**config.mk**
```make
export PLATFORM = sky130hd
export DESIGN_NAME = system_clock_source_select
export DESIGN_NICKNAME = d
export VERILOG_FILES = /design/src/include/clk_src_pkg.sv /design/src/hdl/clk_glitch_filter.sv /design/src/hdl/system_clock_source_select.sv
export SDC_FILE = /design/constraint.sdc
export NUM_CORES = 1
export LEC_CHECK = 0
export BUFFER_PORTS_ARGS = -buffer_cell sky130_fd_sc_hd__clkbuf_2
export CAP_MARGIN = 10
export CORE_MARGIN = 5
export CORE_UTILIZATION = 45
export DETAILED_ROUTE_END_ITERATION = 10
export PLACE_DENSITY = 0.79
export SLEW_MARGIN = 20
export SYNTH_ARGS = -nofsm -noshare
export SYNTH_HDL_FRONTEND = slang
export SYNTH_SLANG_ARGS = --single-unit
```
**constraint.sdc**
```tcl
create_clock -name pclk -period 2.4 [get_ports pclk]
set_clock_uncertainty 0.1 [all_clocks]
set_input_delay 0.12 -clock pclk [delete_from_list [all_inputs] [get_ports pclk]]
set_output_delay 0.12 -clock pclk [all_outputs]
set_load 0.05 [all_outputs]
```
**src/include/clk_src_pkg.sv**
```systemverilog
// What this block does
// - without external clock, logic runs from internal oscillator at nominally 15MHz.
// - accept external clock 8MHz to 10MHz and use it as system timing.
// - standstill flag rises exactly 2^20 system clocks after the last step.
// - first high on clock input stops oscillator and selects external clock.
// - fail-safe off: no fallback; a stopped external clock halts all clocked work.
// - fail-safe on: missing external clock returns to oscillator after 32-48 cycles.
// - fail-safe enable bit also enables the low-side short-to-supply detector.
// - enabled short-to-ground detection keeps working with no system clock.
// - clock input rejects spurious pulses of about 10ns.
package clk_src_pkg;
   // bus map
   localparam logic [11:0] CTRL_ADDR          = 12'h000;
   localparam logic [11:0] STATUS_ADDR        = 12'h004;
   localparam logic [11:0] STAND_CNT_ADDR     = 12'h008;
   // ctrl fields
   localparam int          CTRL_FAILSAFE_BIT  = 0;
   localparam int          CTRL_S2G_BIT       = 1;
   localparam logic        CTRL_FAILSAFE_RST  = 1'b0;
   localparam logic        CTRL_S2G_RST       = 1'b0;
   // status fields
   localparam int          STAT_EXT_SEL_BIT   = 0;
   localparam int          STAT_STANDSTILL_BIT = 1;
   localparam int          STAT_FALLBACK_BIT  = 2;
   // clock and oscillator rates
   localparam int          PCLK_MHZ           = 40;
   localparam int          PCLK_PERIOD_NS     = 25;
   localparam int          OSC_MHZ            = 15;
   localparam int          OSC_GCD            = 5;
   localparam logic [2:0]  OSC_STEP           = 3'(OSC_MHZ / OSC_GCD);
   localparam int          OSC_ACC_W          = 3;  // modulus 2^3 = 40/5
   // glitch filter length, pulses of this width are rejected
   localparam int          GLITCH_NS          = 10;
   localparam int          FILT_LEN = (GLITCH_NS + PCLK_PERIOD_NS - 1) / PCLK_PERIOD_NS + 1;
   // fail-safe timeout in internal ticks, inside 32..48
   localparam int          FAILSAFE_MIN       = 32;
   localparam int          FAILSAFE_MAX       = 48;
   localparam logic [5:0]  FAILSAFE_TICKS     = 6'((FAILSAFE_MIN + FAILSAFE_MAX) / 2);
   // standstill delay in system clocks
   localparam int          STAND_W            = 21;
   localparam logic [20:0] STANDSTILL_DEF     = 21'h100000;
endpackage

```
**src/hdl/clk_glitch_filter.sv**
```systemverilog
`timescale 1ns/1ps
module clk_glitch_filter
   import clk_src_pkg::*;
(
   input  wire logic pclk,
   input  wire logic presetn,
   input  wire logic raw_in,
   output logic      filt_r
);
   typedef struct packed {
      logic [FILT_LEN-1:0] hist;
      logic                filt;
   } filt_state_t;

   filt_state_t st_r;
   filt_state_t st_nxt;

   // output only changes once the input held one level for the whole history
   always_comb
   begin
      st_nxt      = st_r;
      st_nxt.hist = {st_r.hist[FILT_LEN-2:0], raw_in};
      if (&st_nxt.hist)
         st_nxt.filt = 1'b1;
      else if (~|st_nxt.hist)
         st_nxt.filt = 1'b0;
   end

   always_ff @(posedge pclk or negedge presetn)
   begin
      if (!presetn)
         st_r <= '0;
      else
         st_r <= st_nxt;
   end

   assign filt_r = st_r.filt;

   glitch_reject_a: assert property (@(posedge pclk) disable iff (!presetn)
      $rose(filt_r) |-> $past(raw_in, 1) && $past(raw_in, 2))
      else $error("filtered clock rose on a short pulse");
endmodule // clk_glitch_filter

```
**src/hdl/system_clock_source_select.sv**
```systemverilog
`timescale 1ns/1ps
module system_clock_source_select
   import clk_src_pkg::*;
#(
   parameter logic [20:0] STANDSTILL_CLOCKS = STANDSTILL_DEF
)
(
   input  wire logic        pclk,
   input  wire logic        presetn,
   input  wire logic        psel,
   input  wire logic        penable,
   input  wire logic        pwrite,
   input  wire logic [11:0] paddr,
   input  wire logic [31:0] pwdata,
   output logic [31:0]      prdata,
   output logic             pready,
   output logic             pslverr,
   input  wire logic        clk_in,
   input  wire logic        step_in,
   output logic             sys_tick,
   output logic             ext_selected,
   output logic             osc_enable,
   output logic             standstill_flag,
   output logic             s2vs_detect_enable,
   output logic             s2g_detect_enable
);
   typedef struct packed {
      logic [OSC_ACC_W-1:0] osc_acc;
      logic                 osc_tick;
      logic                 osc_on;
      logic                 ext_sel;
      logic                 clk_prev;
      logic [5:0]           lost_cnt;
      logic                 fallback;
      logic                 step_prev;
      logic [STAND_W-1:0]   stand_cnt;
      logic                 standstill;
      logic                 clock_failsafe_enable;
      logic                 s2g_en;
      logic                 sys_tick;
      logic                 pready;
      logic                 pslverr;
      logic [31:0]          prdata;
   } sel_state_t;

   sel_state_t st_r;
   sel_state_t st_nxt;
   logic       clk_filt;
   logic       ext_rise;
   logic       step_rise;
   logic       setup_ph;
   logic       wr_done;
   logic [OSC_ACC_W:0] osc_sum;

   clk_glitch_filter u_filt
   (
      .pclk    (pclk),
      .presetn (presetn),
      .raw_in  (clk_in),
      .filt_r  (clk_filt)
   );

   // edge and phase decodes
   assign ext_rise  = clk_filt & ~st_r.clk_prev;
   assign step_rise = step_in & ~st_r.step_prev;
   assign setup_ph  = psel & ~penable & ~st_r.pready;
   assign wr_done   = psel & penable & st_r.pready & pwrite;
   assign osc_sum   = {1'b0, st_r.osc_acc} + {1'b0, OSC_STEP};

   always_comb
   begin
      st_nxt           = st_r;
      st_nxt.clk_prev  = clk_filt;
      st_nxt.step_prev = step_in;
      // internal oscillator model: 3 ticks every 8 pclk gives 15MHz
      st_nxt.osc_acc   = osc_sum[OSC_ACC_W-1:0];
      st_nxt.osc_tick  = osc_sum[OSC_ACC_W] & ~st_r.ext_sel; // stopped once external
      // source selection, sticky until reset or fail-safe fallback
      if (!st_r.ext_sel)
      begin
         st_nxt.lost_cnt = '0;
         if (ext_rise)
            st_nxt.ext_sel = 1'b1;
      end
      else if (ext_rise)
         st_nxt.lost_cnt = '0;
      else if (st_r.clock_failsafe_enable)
      begin
         // watchdog uses the oscillator rate even while it is gated off
         if (osc_sum[OSC_ACC_W])
            st_nxt.lost_cnt = st_r.lost_cnt + 6'h01;
         if (st_r.lost_cnt >= FAILSAFE_TICKS)
         begin
            st_nxt.ext_sel  = 1'b0;
            st_nxt.fallback = 1'b1;
            st_nxt.lost_cnt = '0;
         end
      end
      // oscillator enable has its own flop so the pin never sees a gate delay
      st_nxt.osc_on   = ~st_nxt.ext_sel;
      // with fail-safe off a dead external clock simply stops all ticks
      st_nxt.sys_tick = st_r.ext_sel ? ext_rise : st_r.osc_tick;
      // standstill timer counts system clocks from the last step
      if (step_rise)
      begin
         st_nxt.stand_cnt  = '0;
         st_nxt.standstill = 1'b0;
      end
      else if (st_r.sys_tick && !st_r.standstill)
      begin
         st_nxt.stand_cnt = st_r.stand_cnt + 21'h000001;
         if (st_nxt.stand_cnt == STANDSTILL_CLOCKS)
            st_nxt.standstill = 1'b1;
      end
      // apb slave: no wait states, answer registered during the setup cycle
      st_nxt.pready  = setup_ph;
      st_nxt.pslverr = 1'b0;
      if (setup_ph)
      begin
         st_nxt.prdata = 32'h00000000;
         unique case (paddr)
            CTRL_ADDR:
            begin
               st_nxt.prdata[CTRL_FAILSAFE_BIT] = st_r.clock_failsafe_enable;
               st_nxt.prdata[CTRL_S2G_BIT]      = st_r.s2g_en;
            end
            STATUS_ADDR:
            begin
               st_nxt.prdata[STAT_EXT_SEL_BIT]    = st_r.ext_sel;
               st_nxt.prdata[STAT_STANDSTILL_BIT] = st_r.standstill;
               st_nxt.prdata[STAT_FALLBACK_BIT]   = st_r.fallback;
            end
            STAND_CNT_ADDR:
               st_nxt.prdata = {11'h000, st_r.stand_cnt};
            default:
               st_nxt.pslverr = 1'b1; // unmapped address
         endcase
      end
      if (wr_done && paddr == CTRL_ADDR)
      begin
         st_nxt.clock_failsafe_enable = pwdata[CTRL_FAILSAFE_BIT];
         st_nxt.s2g_en                = pwdata[CTRL_S2G_BIT];
      end
      // write one clears fallback flag, a new fallback in the same cycle wins
      if (wr_done && paddr == STATUS_ADDR && pwdata[STAT_FALLBACK_BIT]
          && !(st_r.ext_sel && !st_nxt.ext_sel))
         st_nxt.fallback = 1'b0;
   end

   // reset puts selection back on the oscillator
   always_ff @(posedge pclk or negedge presetn)
   begin
      if (!presetn)
      begin
         st_r                       <= '0;
         st_r.clock_failsafe_enable <= CTRL_FAILSAFE_RST;
         st_r.s2g_en                <= CTRL_S2G_RST;
         st_r.osc_on                <= 1'b1;
      end
      else
         st_r <= st_nxt;
   end

   // outputs straight from state flops
   assign prdata             = st_r.prdata;
   assign pready             = st_r.pready;
   assign pslverr            = st_r.pslverr;
   assign sys_tick           = st_r.sys_tick;
   assign ext_selected       = st_r.ext_sel;
   assign osc_enable         = st_r.osc_on;
   assign standstill_flag    = st_r.standstill;
   assign s2vs_detect_enable = st_r.clock_failsafe_enable;
   assign s2g_detect_enable  = st_r.s2g_en;                  // not gated by ticks

   osc_rate_a: assert property (@(posedge pclk) disable iff (!presetn)
      st_r.osc_tick |=> !st_r.osc_tick)
      else $error("oscillator ticks back to back");
   int_source_a: assert property (@(posedge pclk) disable iff (!presetn)
      !ext_selected && !$past(ext_selected) |-> sys_tick == $past(st_r.osc_tick))
      else $error("internal source not driving system tick");
   ext_source_a: assert property (@(posedge pclk) disable iff (!presetn)
      ext_selected && ext_rise |=> sys_tick)
      else $error("external edge gave no system tick");
   first_high_a: assert property (@(posedge pclk) disable iff (!presetn)
      !ext_selected && ext_rise |=> ext_selected && !osc_enable)
      else $error("no switchover on first clock high");
   no_fallback_a: assert property (@(posedge pclk) disable iff (!presetn)
      ext_selected && !s2vs_detect_enable |=> ext_selected)
      else $error("fallback without fail-safe");
   failsafe_win_a: assert property (@(posedge pclk) disable iff (!presetn)
      $fell(ext_selected) |->
         $past(st_r.lost_cnt) >= FAILSAFE_MIN && $past(st_r.lost_cnt) <= FAILSAFE_MAX)
      else $error("fallback outside 32 to 48 ticks");
   failsafe_do_a: assert property (@(posedge pclk) disable iff (!presetn)
      ext_selected && s2vs_detect_enable && st_r.lost_cnt >= FAILSAFE_TICKS && !ext_rise
      |=> !ext_selected)
      else $error("missing clock not caught");
   standstill_a: assert property (@(posedge pclk) disable iff (!presetn)
      $rose(standstill_flag) |-> st_r.stand_cnt == STANDSTILL_CLOCKS)
      else $error("standstill at wrong count");
   s2g_stable_a: assert property (@(posedge pclk) disable iff (!presetn)
      !$past(wr_done) |-> $stable(s2g_detect_enable))
      else $error("short detect enable changed without write");
   reset_sel_a: assert property (@(posedge pclk)
      $rose(presetn) |-> !ext_selected && osc_enable)
      else $error("selection not cleared by reset");

   // guards on the oscillator gate, the halt, the watchdog, the control write and the timer
   osc_gate_a: assert property (@(posedge pclk) disable iff (!presetn)
      ext_selected |=> !st_r.osc_tick)
      else $error("oscillator ticks while external clock selected");
   ext_halt_a: assert property (@(posedge pclk) disable iff (!presetn)
      ext_selected && !ext_rise |=> !sys_tick)
      else $error("system tick without external edge");
   lost_clear_a: assert property (@(posedge pclk) disable iff (!presetn)
      ext_selected && ext_rise |=> st_r.lost_cnt == 6'h00)
      else $error("watchdog not restarted by external edge");
   ctrl_write_a: assert property (@(posedge pclk) disable iff (!presetn)
      wr_done && paddr == CTRL_ADDR |=> s2vs_detect_enable == $past(pwdata[CTRL_FAILSAFE_BIT]))
      else $error("fail-safe enable not taken from write");
   step_restart_a: assert property (@(posedge pclk) disable iff (!presetn)
      step_rise |=> !standstill_flag)
      else $error("standstill not cleared by step");
endmodule // system_clock_source_select

```
# --- Yosys cells after proc, flatten, opt, wreduce, memory -nomap -nowiden ---
# Index checks and enable logic that the tools add are counted.
totals:
  reg_bits: 76
  latch_bits: 0
  mem_bits_rw: 0
  romBits: 0
  in_bits: 51
  out_inout_bits: 40
  elab_cells: 88
  n_memories: 0
classes:
  addsub: 3
  n_mul: 0
  div_mod_pow: 0
  magnitude_cmp: 1
  eq_ne: 7
  n_shift: 0
  mux: 24
  n_bitwise: 14
  reduce_logical: 21
ops:
  columns: ["cell", "count"]
  rows:
  - ["22-bit 2-to-1 mux", 2]
  - ["33-bit 2-to-1 mux", 1]
  - ["21-bit by 1-bit adder with 21-bit output (second input constant)", 1]
  - ["21-bit == test (second input constant)", 1]
  - ["18-bit 2-to-1 mux", 1]
  - ["6-bit 2-to-1 mux", 3]
  - ["7-bit 2-to-1 mux", 2]
  - ["1-bit 2-to-1 mux", 13]
  - ["12-bit by 3-bit == test with 1-bit output (second input constant)", 1]
  - ["12-bit by 4-bit == test with 1-bit output (second input constant)", 1]
  - ["12-bit logical NOT", 1]
  - ["2-bit nonzero test", 5]
  - ["1-bit AND", 8]
  - ["6-bit by 1-bit adder with 6-bit output (second input constant)", 1]
  - ["6-bit greater-or-equal comparator (second input constant)", 1]
  - ["1-bit logical AND", 6]
  - ["1-bit inverter", 6]
  - ["2-bit case mux with 3 select lines", 1]
  - ["2-bit AND reduction", 3]
  - ["3-bit by 2-bit adder with 4-bit output (second input constant)", 1]
  - ["2-bit by 1-bit inequality test with 1-bit output (second input constant)", 2]
  - ["4-bit by 1-bit inequality test with 1-bit output (second input constant)", 1]
  - ["4-bit AND reduction", 1]
  - ["1-bit logical NOT", 3]
  - ["other kinds (4)", 4]

# --- Depth between registers and ports, before layout ---
# Gate-level depths: netlist of the first run.
logic_depth:
  word_depth: 11
  depth_mapped: 7
  depth_no_buf: 7

# --- Modules after synthesis ---
# Synthesis of the first run repeated with hierarchy kept, for this count alone.
unflattened:
  cells_unflattened: 349
  area_unflattened_um2: 3499.6
modules_own_cells:
  columns: ["mod", "instances", "cells_per_inst", "area_each_um2", "seq_area_each_um2"]
  rows:
  - ["system_clock_source_select", 1, 345, 3422.0, 1577.8]
  - ["clk_glitch_filter", 1, 4, 77.6, 50.0]

# --- Least setup slack after synthesis of the first run ---
# OpenSTA, ideal clock, no wires.
synth_timing:
  path_type: "register to register"
  start: "reg st_r[38] (netlist bit)"
  end: "reg st_r (netlist bit standstill_flag)"
  setup_time_ns: 0.101
  arrival_ns: 1.860
  required_time_ns: 2.199
  setup_slack_ns: 0.339
  path_stages_with_launch: 8
  path_buffers: 0
  synth_period_minus_slack_ns: 2.061
  path_cell_list: "dfrtp_1 -> ha_1 -> nand4_2 -> nor4_4 -> or4b_1 -> a21oi_2 -> o22ai_1 -> o32ai_1"
synth_via:
  elab_chain_len: 4
synth_lines:
  columns: ["element", "line_no", "source"]
  rows:
  - ["start, declared", "system_clock_source_select.sv:46", "sel_state_t st_r;"]
  - ["start signal, assigned", "system_clock_source_select.sv:161", "st_r <= st_nxt;"]
  - ["21-bit by 1-bit adder with 21-bit output", "system_clock_source_select.sv:111", "st_nxt.stand_cnt = st_r.stand_cnt + 21'h000001;"]
  - ["21-bit == test", "system_clock_source_select.sv:112", "if (st_nxt.stand_cnt == STANDSTILL_CLOCKS)"]
  - ["2-bit nonzero test (no source line)", null, null]
  - ["2-bit AND reduction (no source line)", null, null]
# Every way passes these cells.
# A chain may end at the register's enable or synchronous reset.

# --- Worst setup path after layout of the first run ---
# Same ends and word-level chain as after synthesis.

==> results of run 1 <==
-- through the flow --
stage	area (sq um)	std cells
finish	3961	489
global route	3961	489
CTS	3961	489
detailed placement	3649	467
global placement	3649	467
floorplan	3477	351
-- sequential cells by signal (all words and copies together), names as in the netlist --
signal / flops
prdata: 21
sys_tick: 1
s2vs_detect_enable: 1
st_r: 34
s2g_detect_enable: 1
pready: 1
u_filt.st_nxt: 1
pslverr: 1
u_filt.filt_r: 1
osc_enable: 1
standstill_flag: 1
ext_selected: 1
-- layout make-up --
class	instances	area, sq um
repair buffers	68	412.9
well taps	99	123.9
multi-input cells	231	1506
inverters	10	37.54
clock inverters	6	115.1
fillers	640	3369
clock buffers	10	137.6
flip-flops and latches	65	1628
-- critical path, cell delays in order, from the launching register on --
cell	delay, ns
dfrtp_1	0.35
ha_1	0.27
nand4_2	0.22
nor2_2	0.25
nand3_1	0.12
a2111oi_2	0.38
nand4_1	0.14
o32ai_1	0.23
-- where the power goes --
group,internal (mW),total (mW),leakage (nW),switching (mW)
clock network,0.722,1.16,0.123,0.437
logic,0.0992,0.291,0.912,0.192
registers,1.12,1.14,0.874,0.0182
total,1.94,2.59,1.91,0.647
-- cell usage after synthesis (2+ instances only) --
master | instances | area, sq um
nand4_1 | 6 | 37.54
nor3_1 | 7 | 35.03
and3_1 | 4 | 25.02
xor2_1 | 12 | 105.1
nor4_1 | 5 | 31.28
or4_1 | 2 | 15.01
o31ai_1 | 6 | 45.04
nand4_2 | 2 | 25.02
buf_2 | 3 | 15.01
xnor2_1 | 10 | 87.58
buf_4 | 33 | 247.7
nand2b_1 | 2 | 12.51
nor2b_1 | 3 | 18.77
nand3_1 | 12 | 60.06
or2_2 | 2 | 12.51
nand2_1 | 28 | 105.1
nor2_1 | 35 | 131.4
ha_1 | 6 | 75.07
or3_1 | 3 | 18.77
a21oi_1 | 11 | 55.05
mux2_2 | 4 | 45.04
nor4_4 | 2 | 42.54
inv_1 | 10 | 37.54
mux2i_1 | 2 | 20.02
clkbuf_1 | 7 | 26.28
o21ai_0 | 14 | 70.07
a22o_1 | 18 | 157.7
dfrtp_1 | 64 | 1602
and2_1 | 3 | 18.77
-- routing by layer --
metal / GRT usage [%] / share of wire (%) / vias to the layer above / wire length, um
met5: 0 / 0 / - / 0
met4: 5.218 / 1.2 / 0 / 82
met3: 5.169 / 5.0 / 8 / 343
met2: 24.93 / 50 / 56 / 3374
met1: 18.99 / 44 / 1244 / 3014
li1: - / - / 1246 / -
-- worst max-delay path by stage --
stage | start | end | slack, ns
global route | st_r[39] | standstill_flag | 0.03
CTS | st_r[39] | standstill_flag | 0.23
finish | st_r[38] | standstill_flag | 0.25
detailed placement | st_r[38] | standstill_flag | 0.25
global placement | st_r[38] | standstill_flag | 0.29
floorplan | st_r[38] | standstill_flag | 0.34
-- logic make-up after synthesis --
logic type      Yosys count  share of synthesized area, %
simple gates            126                         20.52
flops                    65                         47.33
compound gates           60                         12.40
buf+inv                  55                         9.967
xor+xnor                 22                         5.602
fa+ha+maj                 6                         2.183
mux                       6                         1.892
other cells               1                        0.1090
-- cell usage in the layout, fill, tap and decap left out, types with 2 or more instances in the layout --
| cell type | synthesis | routed |
|---|---|---|
| a21oi_1 | 11 | 11 |
| a22o_1 | 18 | 18 |
| and2_1 | 3 | 3 |
| and3_1 | 4 | 4 |
| buf_4 | 33 | 11 |
| bufinv_16 | 0 | 3 |
| clkbuf_2 | 1 | 50 |
| clkbuf_8 | 0 | 10 |
| clkinv_4 | 0 | 2 |
| conb_1 | 1 | 11 |
| dfrtp_1 | 64 | 64 |
| dlygate4sd3_1 | 0 | 6 |
| ha_1 | 6 | 6 |
| inv_1 | 10 | 10 |
| mux2_2 | 4 | 4 |
| mux2i_1 | 2 | 2 |
| nand2_1 | 28 | 28 |
| nand2b_1 | 2 | 2 |
| nand3_1 | 12 | 12 |
| nand4_1 | 6 | 6 |
| nand4_2 | 2 | 2 |
| nor2_1 | 35 | 35 |
| nor2b_1 | 3 | 3 |
| nor3_1 | 7 | 7 |
| nor4_1 | 5 | 5 |
| nor4_4 | 2 | 2 |
| o21ai_0 | 14 | 14 |
| o31ai_1 | 6 | 6 |
| or2_2 | 2 | 2 |
| or3_1 | 3 | 3 |
| or4_1 | 2 | 2 |
| xnor2_1 | 10 | 10 |
| xor2_1 | 12 | 12 |
==> flow_summary.ini, run 1 <==
[layout]
diodes = 0
synthToLayoutAreaGrowth_pct = 15.17
drive_gt1_share_pct = 24.87
fin_nets = 442
final_core_util_pct = 54.04

[placement]
post-place-ws_ns = 0.2457
routabilityCongestion = 0.8674
io_buffers = 50
dpl.hpwl_um = 4906

[sta]
hold_slack_ns = 0.07660
fin_crit_sh_pct = 89.46
fin_setup_tns_ns = 0
maxSlewHeadroom_pct = 51.49
min_period_ns = 2.147
final.setup.worst_slack_ns = 0.2530
hold_viol_final = 0
finalSetupViolations = 0
fmax_mhz = 465.8
final_max_slew_viol_count = 0
worst_pin_slew_ns = 0.7262
rsz0062_at_grt = false

[pwr]
p_leak_nw = 1.909
vdd_drop_max_mv = 0.2581
power_mw = 2.590
p_per_area_nw_per_um2 = 653.7

[routing]
wl_per_cell_um = 13.94
vias_per_cell = 5.223
first_pass_iters = 4
route.detailed.drc = 0
wirelength_um = 6816
initialDrtViolationCount = 120
routed-via-count = 2554
postRouteAntennaNets = 0

[clock_network]
clock_tree.root_cell = clkbuf_8
cts_hold_buf = 6
postCtsResizedCells = 0
cts_buffers = 9
cts_htree_levels = 3
cts_tree = done
clock_latency_ns = 0.34
clk_pin_slew_worst_paths_ns = 0.07
clockBufferDepth = 2
postCtsSetupRepairBufs = 0
cts_sinks = 65

[critical_path]
worstPathArrival_ns = 2.29
endpoint_kind = register
worstSetupStartpointType = register
rr_endpoint = standstill_flag
crit_required_ns = 2.54
timing.rr.start = st_r[38]
crit_type = reg2reg
r2r_setup_slack_ns = 0.25
worstPathMaxFanout = 6
reg2regPathDepth = 7

[synth]
synthArstFlopShare_pct = 100.0
synth_area_sq_um = 3440
synth_edf_count = 0
yosysWarningCount = 0
yosysSeqAreaShare_pct = 47.33
ys_ff_latch = 65
synthFlopType = dfrtp_1
synth_cells = 341
syn_area_per_cell_sq_um = 10.09
synth_cell_types = 54

[die]
die_h_um = 97.43
die_area_sq_um = 9492
die_w_um = 97.43
pin_count = 91
initial_core_util_pct = 46.92
rows = 31
core_sq_um = 7331

[status]
outcome = finished clean

[run]
cap_violations = 0

[global_routing]
grt_max_degree = 42
gr-total-overflow = 0
grt_first_pass_wirelength_um = 11920
antenna_found_initial = 0
grt_pass1_vias = 2533
track_usage_pct = 15.30

[hold_path]
hp-start = pwrite
hold_class = in2reg
worst_hold_path.endpoint = st_r[60]
whs_path_depth = 4
Note: power is estimated with default switching activity, not from simulation.
==> inputs of run 2 (changes only) <==
PLACE_DENSITY = 0.82   (was 0.79)
clock period = 1.7 ns   (was 2.4 ns; I/O delays follow)
==> flow_summary.ini, run 2 (same netlist as run 1, synthesis figures left out) <==
[status]
outcome = finished with violations
violations = setup timing

[placement]
place_inst = 495
placed_area_sq_um = 3916
routabilityCongestion = 0.9403
io_buffers = 50
dpl.hpwl_um = 5428

[global_routing]
grt_max_degree = 66
grt_first_pass_wirelength_um = 13370
track_usage_pct = 17.34
grt_pass1_vias = 2848
antenna_found_initial = 0
gr-total-overflow = 0

[critical_path]
crit_required_ns = 1.86
worstSetupStartpointType = register
worstPathMaxFanout = 3
crit_type = reg2reg
reg2regPathDepth = 7
endpoint_kind = register
worstPathArrival_ns = 2.14

[layout]
fin_nets = 480
largest_reg_flops = 34
layout_common_cells = dfrtp_1 (56), clkbuf_2 (50), buf_4 (45), nor2_1 (33), nand2_1 (26)
layout_commonest_cell = dfrtp_1
instances_no_fill = 527
design_area_sq_um = 4392
drive_gt1_share_pct = 36.45
largest_register = st_r
diodes = 0
synthToLayoutAreaGrowth_pct = 27.68

[clock_network]
cts_buffers = 9
clockBufferDepth = 2
cts_tree = done
clock_tree.root_cell = clkbuf_8
clock_latency_ns = 0.36
cts_sinks = 65
clk_pin_slew_worst_paths_ns = 0.08
cts_htree_levels = 3

[sta]
final.setup.worst_slack_ns = -0.2817
final_max_slew_viol_count = 0
hold_viol_final = 0
fin_setup_tns_ns = -0.6849
fmax_mhz = 504.6
fin_crit_sh_pct = 116.6
finalSetupViolations = 5
rsz0062_at_grt = true
min_period_ns = 1.982

[routing]
first_pass_iters = 4
postRouteAntennaNets = 0
routed-via-count = 2843
initialDrtViolationCount = 196
wl_per_cell_um = 15.26
route.detailed.drc = 0
wirelength_um = 8040
vias_per_cell = 5.395

[die]
die_h_um = 97.43
rows = 31
die_w_um = 97.43
pin_count = 91
core_sq_um = 7331
initial_core_util_pct = 46.92
die_area_sq_um = 9492

[run]
cap_violations = 0

[hold_path]
hold_class = in2reg
whs_path_depth = 4

[pwr]
vdd_drop_max_mv = 0.3662
p_leak_nw = 2.149
p_per_area_nw_per_um2 = 850.8
run 2: cell types whose count changed in the layout (fill, tap and decap cells not counted), moves of 3 or more:
cell and delta:
dfrtp_2 +8, buf_6 +3, dfrtp_1 -8, buf_4 +34
run 2: final cells by class:
class	count	area, sq um
Fill cell	556	2939
Tap cell	99	123.9
Inverter	10	37.54
Clock buffer	10	137.6
Timing Repair Buffer	106	721.9
Sequential cell	65	1638
Multi-Input combinational cell	231	1618
Clock inverter	6	115.1
run 2: repair_timing:
| item | 4_1_cts | 5_1_grt |
|---|---|---|
| hold buffers | 6 | 0 |
| setup buffers | 7 | 3 |
| hold endpoints to repair | 70 | 0 |
| resized for setup | 9 | 10 |
| setup endpoints to repair | 8 | 9 |
| pin swaps | 9 | 6 |
run 2: worst max-delay path, cell delays in order (launching register included):
cell,delay (ns)
dfrtp_1,0.42
nand4_4,0.14
buf_4,0.13
nor2_1,0.05
buf_4,0.14
a2111oi_1,0.47
o22ai_2,0.17
o32ai_2,0.26
run 2: per-stage QoR:
stage	util (%)	setup WS (ns)	total power, mW	hold WS [ns]
after detailed placement	53.42	-0.3362	2.085	0.03279
after floorplan	-	-0.2048	1.926	-0.3106
final	59.91	-0.2817	3.736	0.02567
after global routing	59.91	-0.4193	3.892	0.05078
after global placement	53.42	-0.2387	2.067	0.02461
after CTS	59.07	-0.3177	3.753	0.004933
run 2: worst paths after layout:
kind,start,to,slack (ns)
max,st_r[48],standstill_flag,-0.28
min,pwrite,st_r[60],0.03
max reg2reg,st_r[48],standstill_flag,-0.28
min reg2reg,u_filt.filt_r,st_r[67],0.31
max in group asynchronous,presetn,st_r[54],1.02
min in group asynchronous,presetn,st_r[73],0.17
run 2: per-layer routing:
layer / global-route usage [%] / vias to the layer above / wire length (um)
met4: 9.798 / 0 / 260
met3: 5.671 / 26 / 443
li1: - / 1324 / -
met2: 28.10 / 81 / 3974
met5: 0 / - / 0
met1: 20.11 / 1412 / 3361
run 2: power by group:
group          total, mW  internal (mW)  switching [mW]  leakage [nW]
Clock               1.66           1.02           0.638         0.123
Combinational      0.445          0.164           0.281          1.16
Sequential          1.64           1.59          0.0462         0.862
Total               3.74           2.77           0.965          2.15
==> inputs of run 3 (changes only) <==
CORE_MARGIN = unset   (was 5)
GPL_ROUTABILITY_DRIVEN = 0   (was unset)
==> flow_summary.ini, run 3 (same netlist as run 1, synthesis figures left out) <==
[status]
outcome = finished with violations
violations = setup timing

[critical_path]
cp_slowest_stage_delay_ns = 0.42
slowest_stage = a2111oi_4
critPathTopFamily = compound AO/OA/AOI/OAI gates
rr_endpoint = standstill_flag
crit_type = reg2reg
worstPathMaxFanout = 5
worstSetupStartpointType = register
crit_required_ns = 1.84
reg2regPathDepth = 7
worstPathArrival_ns = 2.25
r2r_setup_slack_ns = -0.41
timing.rr.start = st_r[38]
endpoint_kind = register
cp_num_buf_inv = 0
crit_chain = ha_4, nand4_4, nor2_4, nand3_1, a2111oi_4, nand4_1, o32ai_2

[sta]
fin_setup_tns_ns = -1.152
rsz0062_at_grt = true
hold_viol_final = 0
finalSetupViolations = 8
min_period_ns = 2.114
hold_slack_ns = 0.04473
fin_crit_sh_pct = 124.3
final.setup.worst_slack_ns = -0.4136
fmax_mhz = 473.1
final_max_slew_viol_count = 0

[global_routing]
track_usage_pct = 21.21
grt_first_pass_wirelength_um = 12820
antenna_found_initial = 0
grt_pass1_vias = 2721
gr-total-overflow = 0
grt_max_degree = 66

[hold_path]
hp-start = paddr[2]
whs_path_depth = 3
worst_hold_path.endpoint = pslverr
hold_class = in2reg

[layout]
layout_common_cells = dfrtp_1 (56), clkbuf_2 (50), buf_4 (47), nor2_1 (32), nand2_1 (23)
instances_no_fill = 534
drive_gt1_share_pct = 38.62
largest_reg_flops = 34
diodes = 0
fillers = 516
fin_nets = 487
largest_register = st_r
final_core_util_pct = 60.74
design_area_sq_um = 4453
layout_commonest_cell = dfrtp_1
synthToLayoutAreaGrowth_pct = 29.47

[clock_network]
clock_latency_ns = 0.35
cts_sinks = 65
clk_pin_slew_worst_paths_ns = 0.07
cts_buffers = 9
cts_tree = done
clockBufferDepth = 2
cts_htree_levels = 3
clock_tree.root_cell = clkbuf_8

[routing]
vias_per_cell = 5.478
initialDrtViolationCount = 171
route.detailed.drc = 0
first_pass_iters = 5
wl_per_cell_um = 15.94
wirelength_um = 8512
postRouteAntennaNets = 0
routed-via-count = 2925

[die]
pin_count = 91
core_sq_um = 7331
die_area_sq_um = 7997
die_h_um = 89.43
initial_core_util_pct = 46.92
rows = 31
die_w_um = 89.43

[placement]
dpl.hpwl_um = 5210
io_buffers = 50
placed_area_sq_um = 3924
place_inst = 496

[pwr]
vdd_drop_max_mv = 0.4610
p_leak_nw = 2.188
p_per_area_nw_per_um2 = 777.7

[run]
cap_violations = 0
run 3: changes by cell type in the layout (fill, tap and decap cells not counted), sizes merged:
cell,before,now
buf,50,56
dlygate4sd3,6,7
clkinv,2,3
clkinvlp,1,2
bufinv,3,1
run 3: repair_timing:
item | CTS | global route
setup buffers | 7 | 9
pin swaps | 12 | 20
hold buffers | 7 | 0
setup endpoints to repair | 6 | 11
resized for setup | 8 | 23
endpoints found under the hold margin | 71 | 0
run 3: power breakdown:
| part | internal, mW | switching [mW] |
|---|---|---|
| sequential | 1.59 | 0.0472 |
| combinational | 0.187 | 0.305 |
| clock | 0.718 | 0.616 |
run 3: worst min-delay path, delay by kind of cell:
| family | cells | cell delay, ns |
|---|---|---|
| buffers and inverters | 1 | 0.18 |
| AND/OR/NAND/NOR | 1 | 0.08 |
| AO/OA/AOI/OAI | 1 | 0.11 |
run 3: final cells by class:
class | count | area (sq um) | area share, %
Tap cell | 99 | 123.9 | 2.782
Sequential cell | 65 | 1638 | 36.78
Timing Repair Buffer | 113 | 792.0 | 17.79
Clock buffer | 10 | 137.6 | 3.091
Inverter | 10 | 37.54 | 0.8429
Clock inverter | 6 | 67.56 | 1.517
Multi-Input combinational cell | 231 | 1657 | 37.20
run 3: worst max-delay path by stage:
stage / startpoint / endpoint / slack, ns / depth (start not counted)
after floorplan: st_r[38] / standstill_flag / -0.20 / 7
after global placement: st_r[39] / standstill_flag / -0.23 / 7
after detailed placement: st_r[39] / standstill_flag / -0.38 / 7
after CTS: st_r[38] / standstill_flag / -0.33 / 7
after global routing: st_r[38] / standstill_flag / -0.50 / 7
final: st_r[38] / standstill_flag / -0.41 / 7
run 3: per-stage QoR:
step | total power [mW] | setup WS [ns]
2_1_floorplan | 1.926 | -0.2048
3_3_place_gp | 2.076 | -0.2271
3_5_place_dp | 2.103 | -0.3782
4_1_cts | 3.466 | -0.3278
5_1_grt | 3.603 | -0.5047
6_report | 3.463 | -0.4136
run 3: routing by layer:
metal	global-route usage [%]	vias to the layer above	part of all wire, %
li1	-	1340	-
met1	25.81	1456	42
met2	35.53	107	50
met3	3.970	22	4.0
met4	11.69	0	3.3
met5	0	-	0
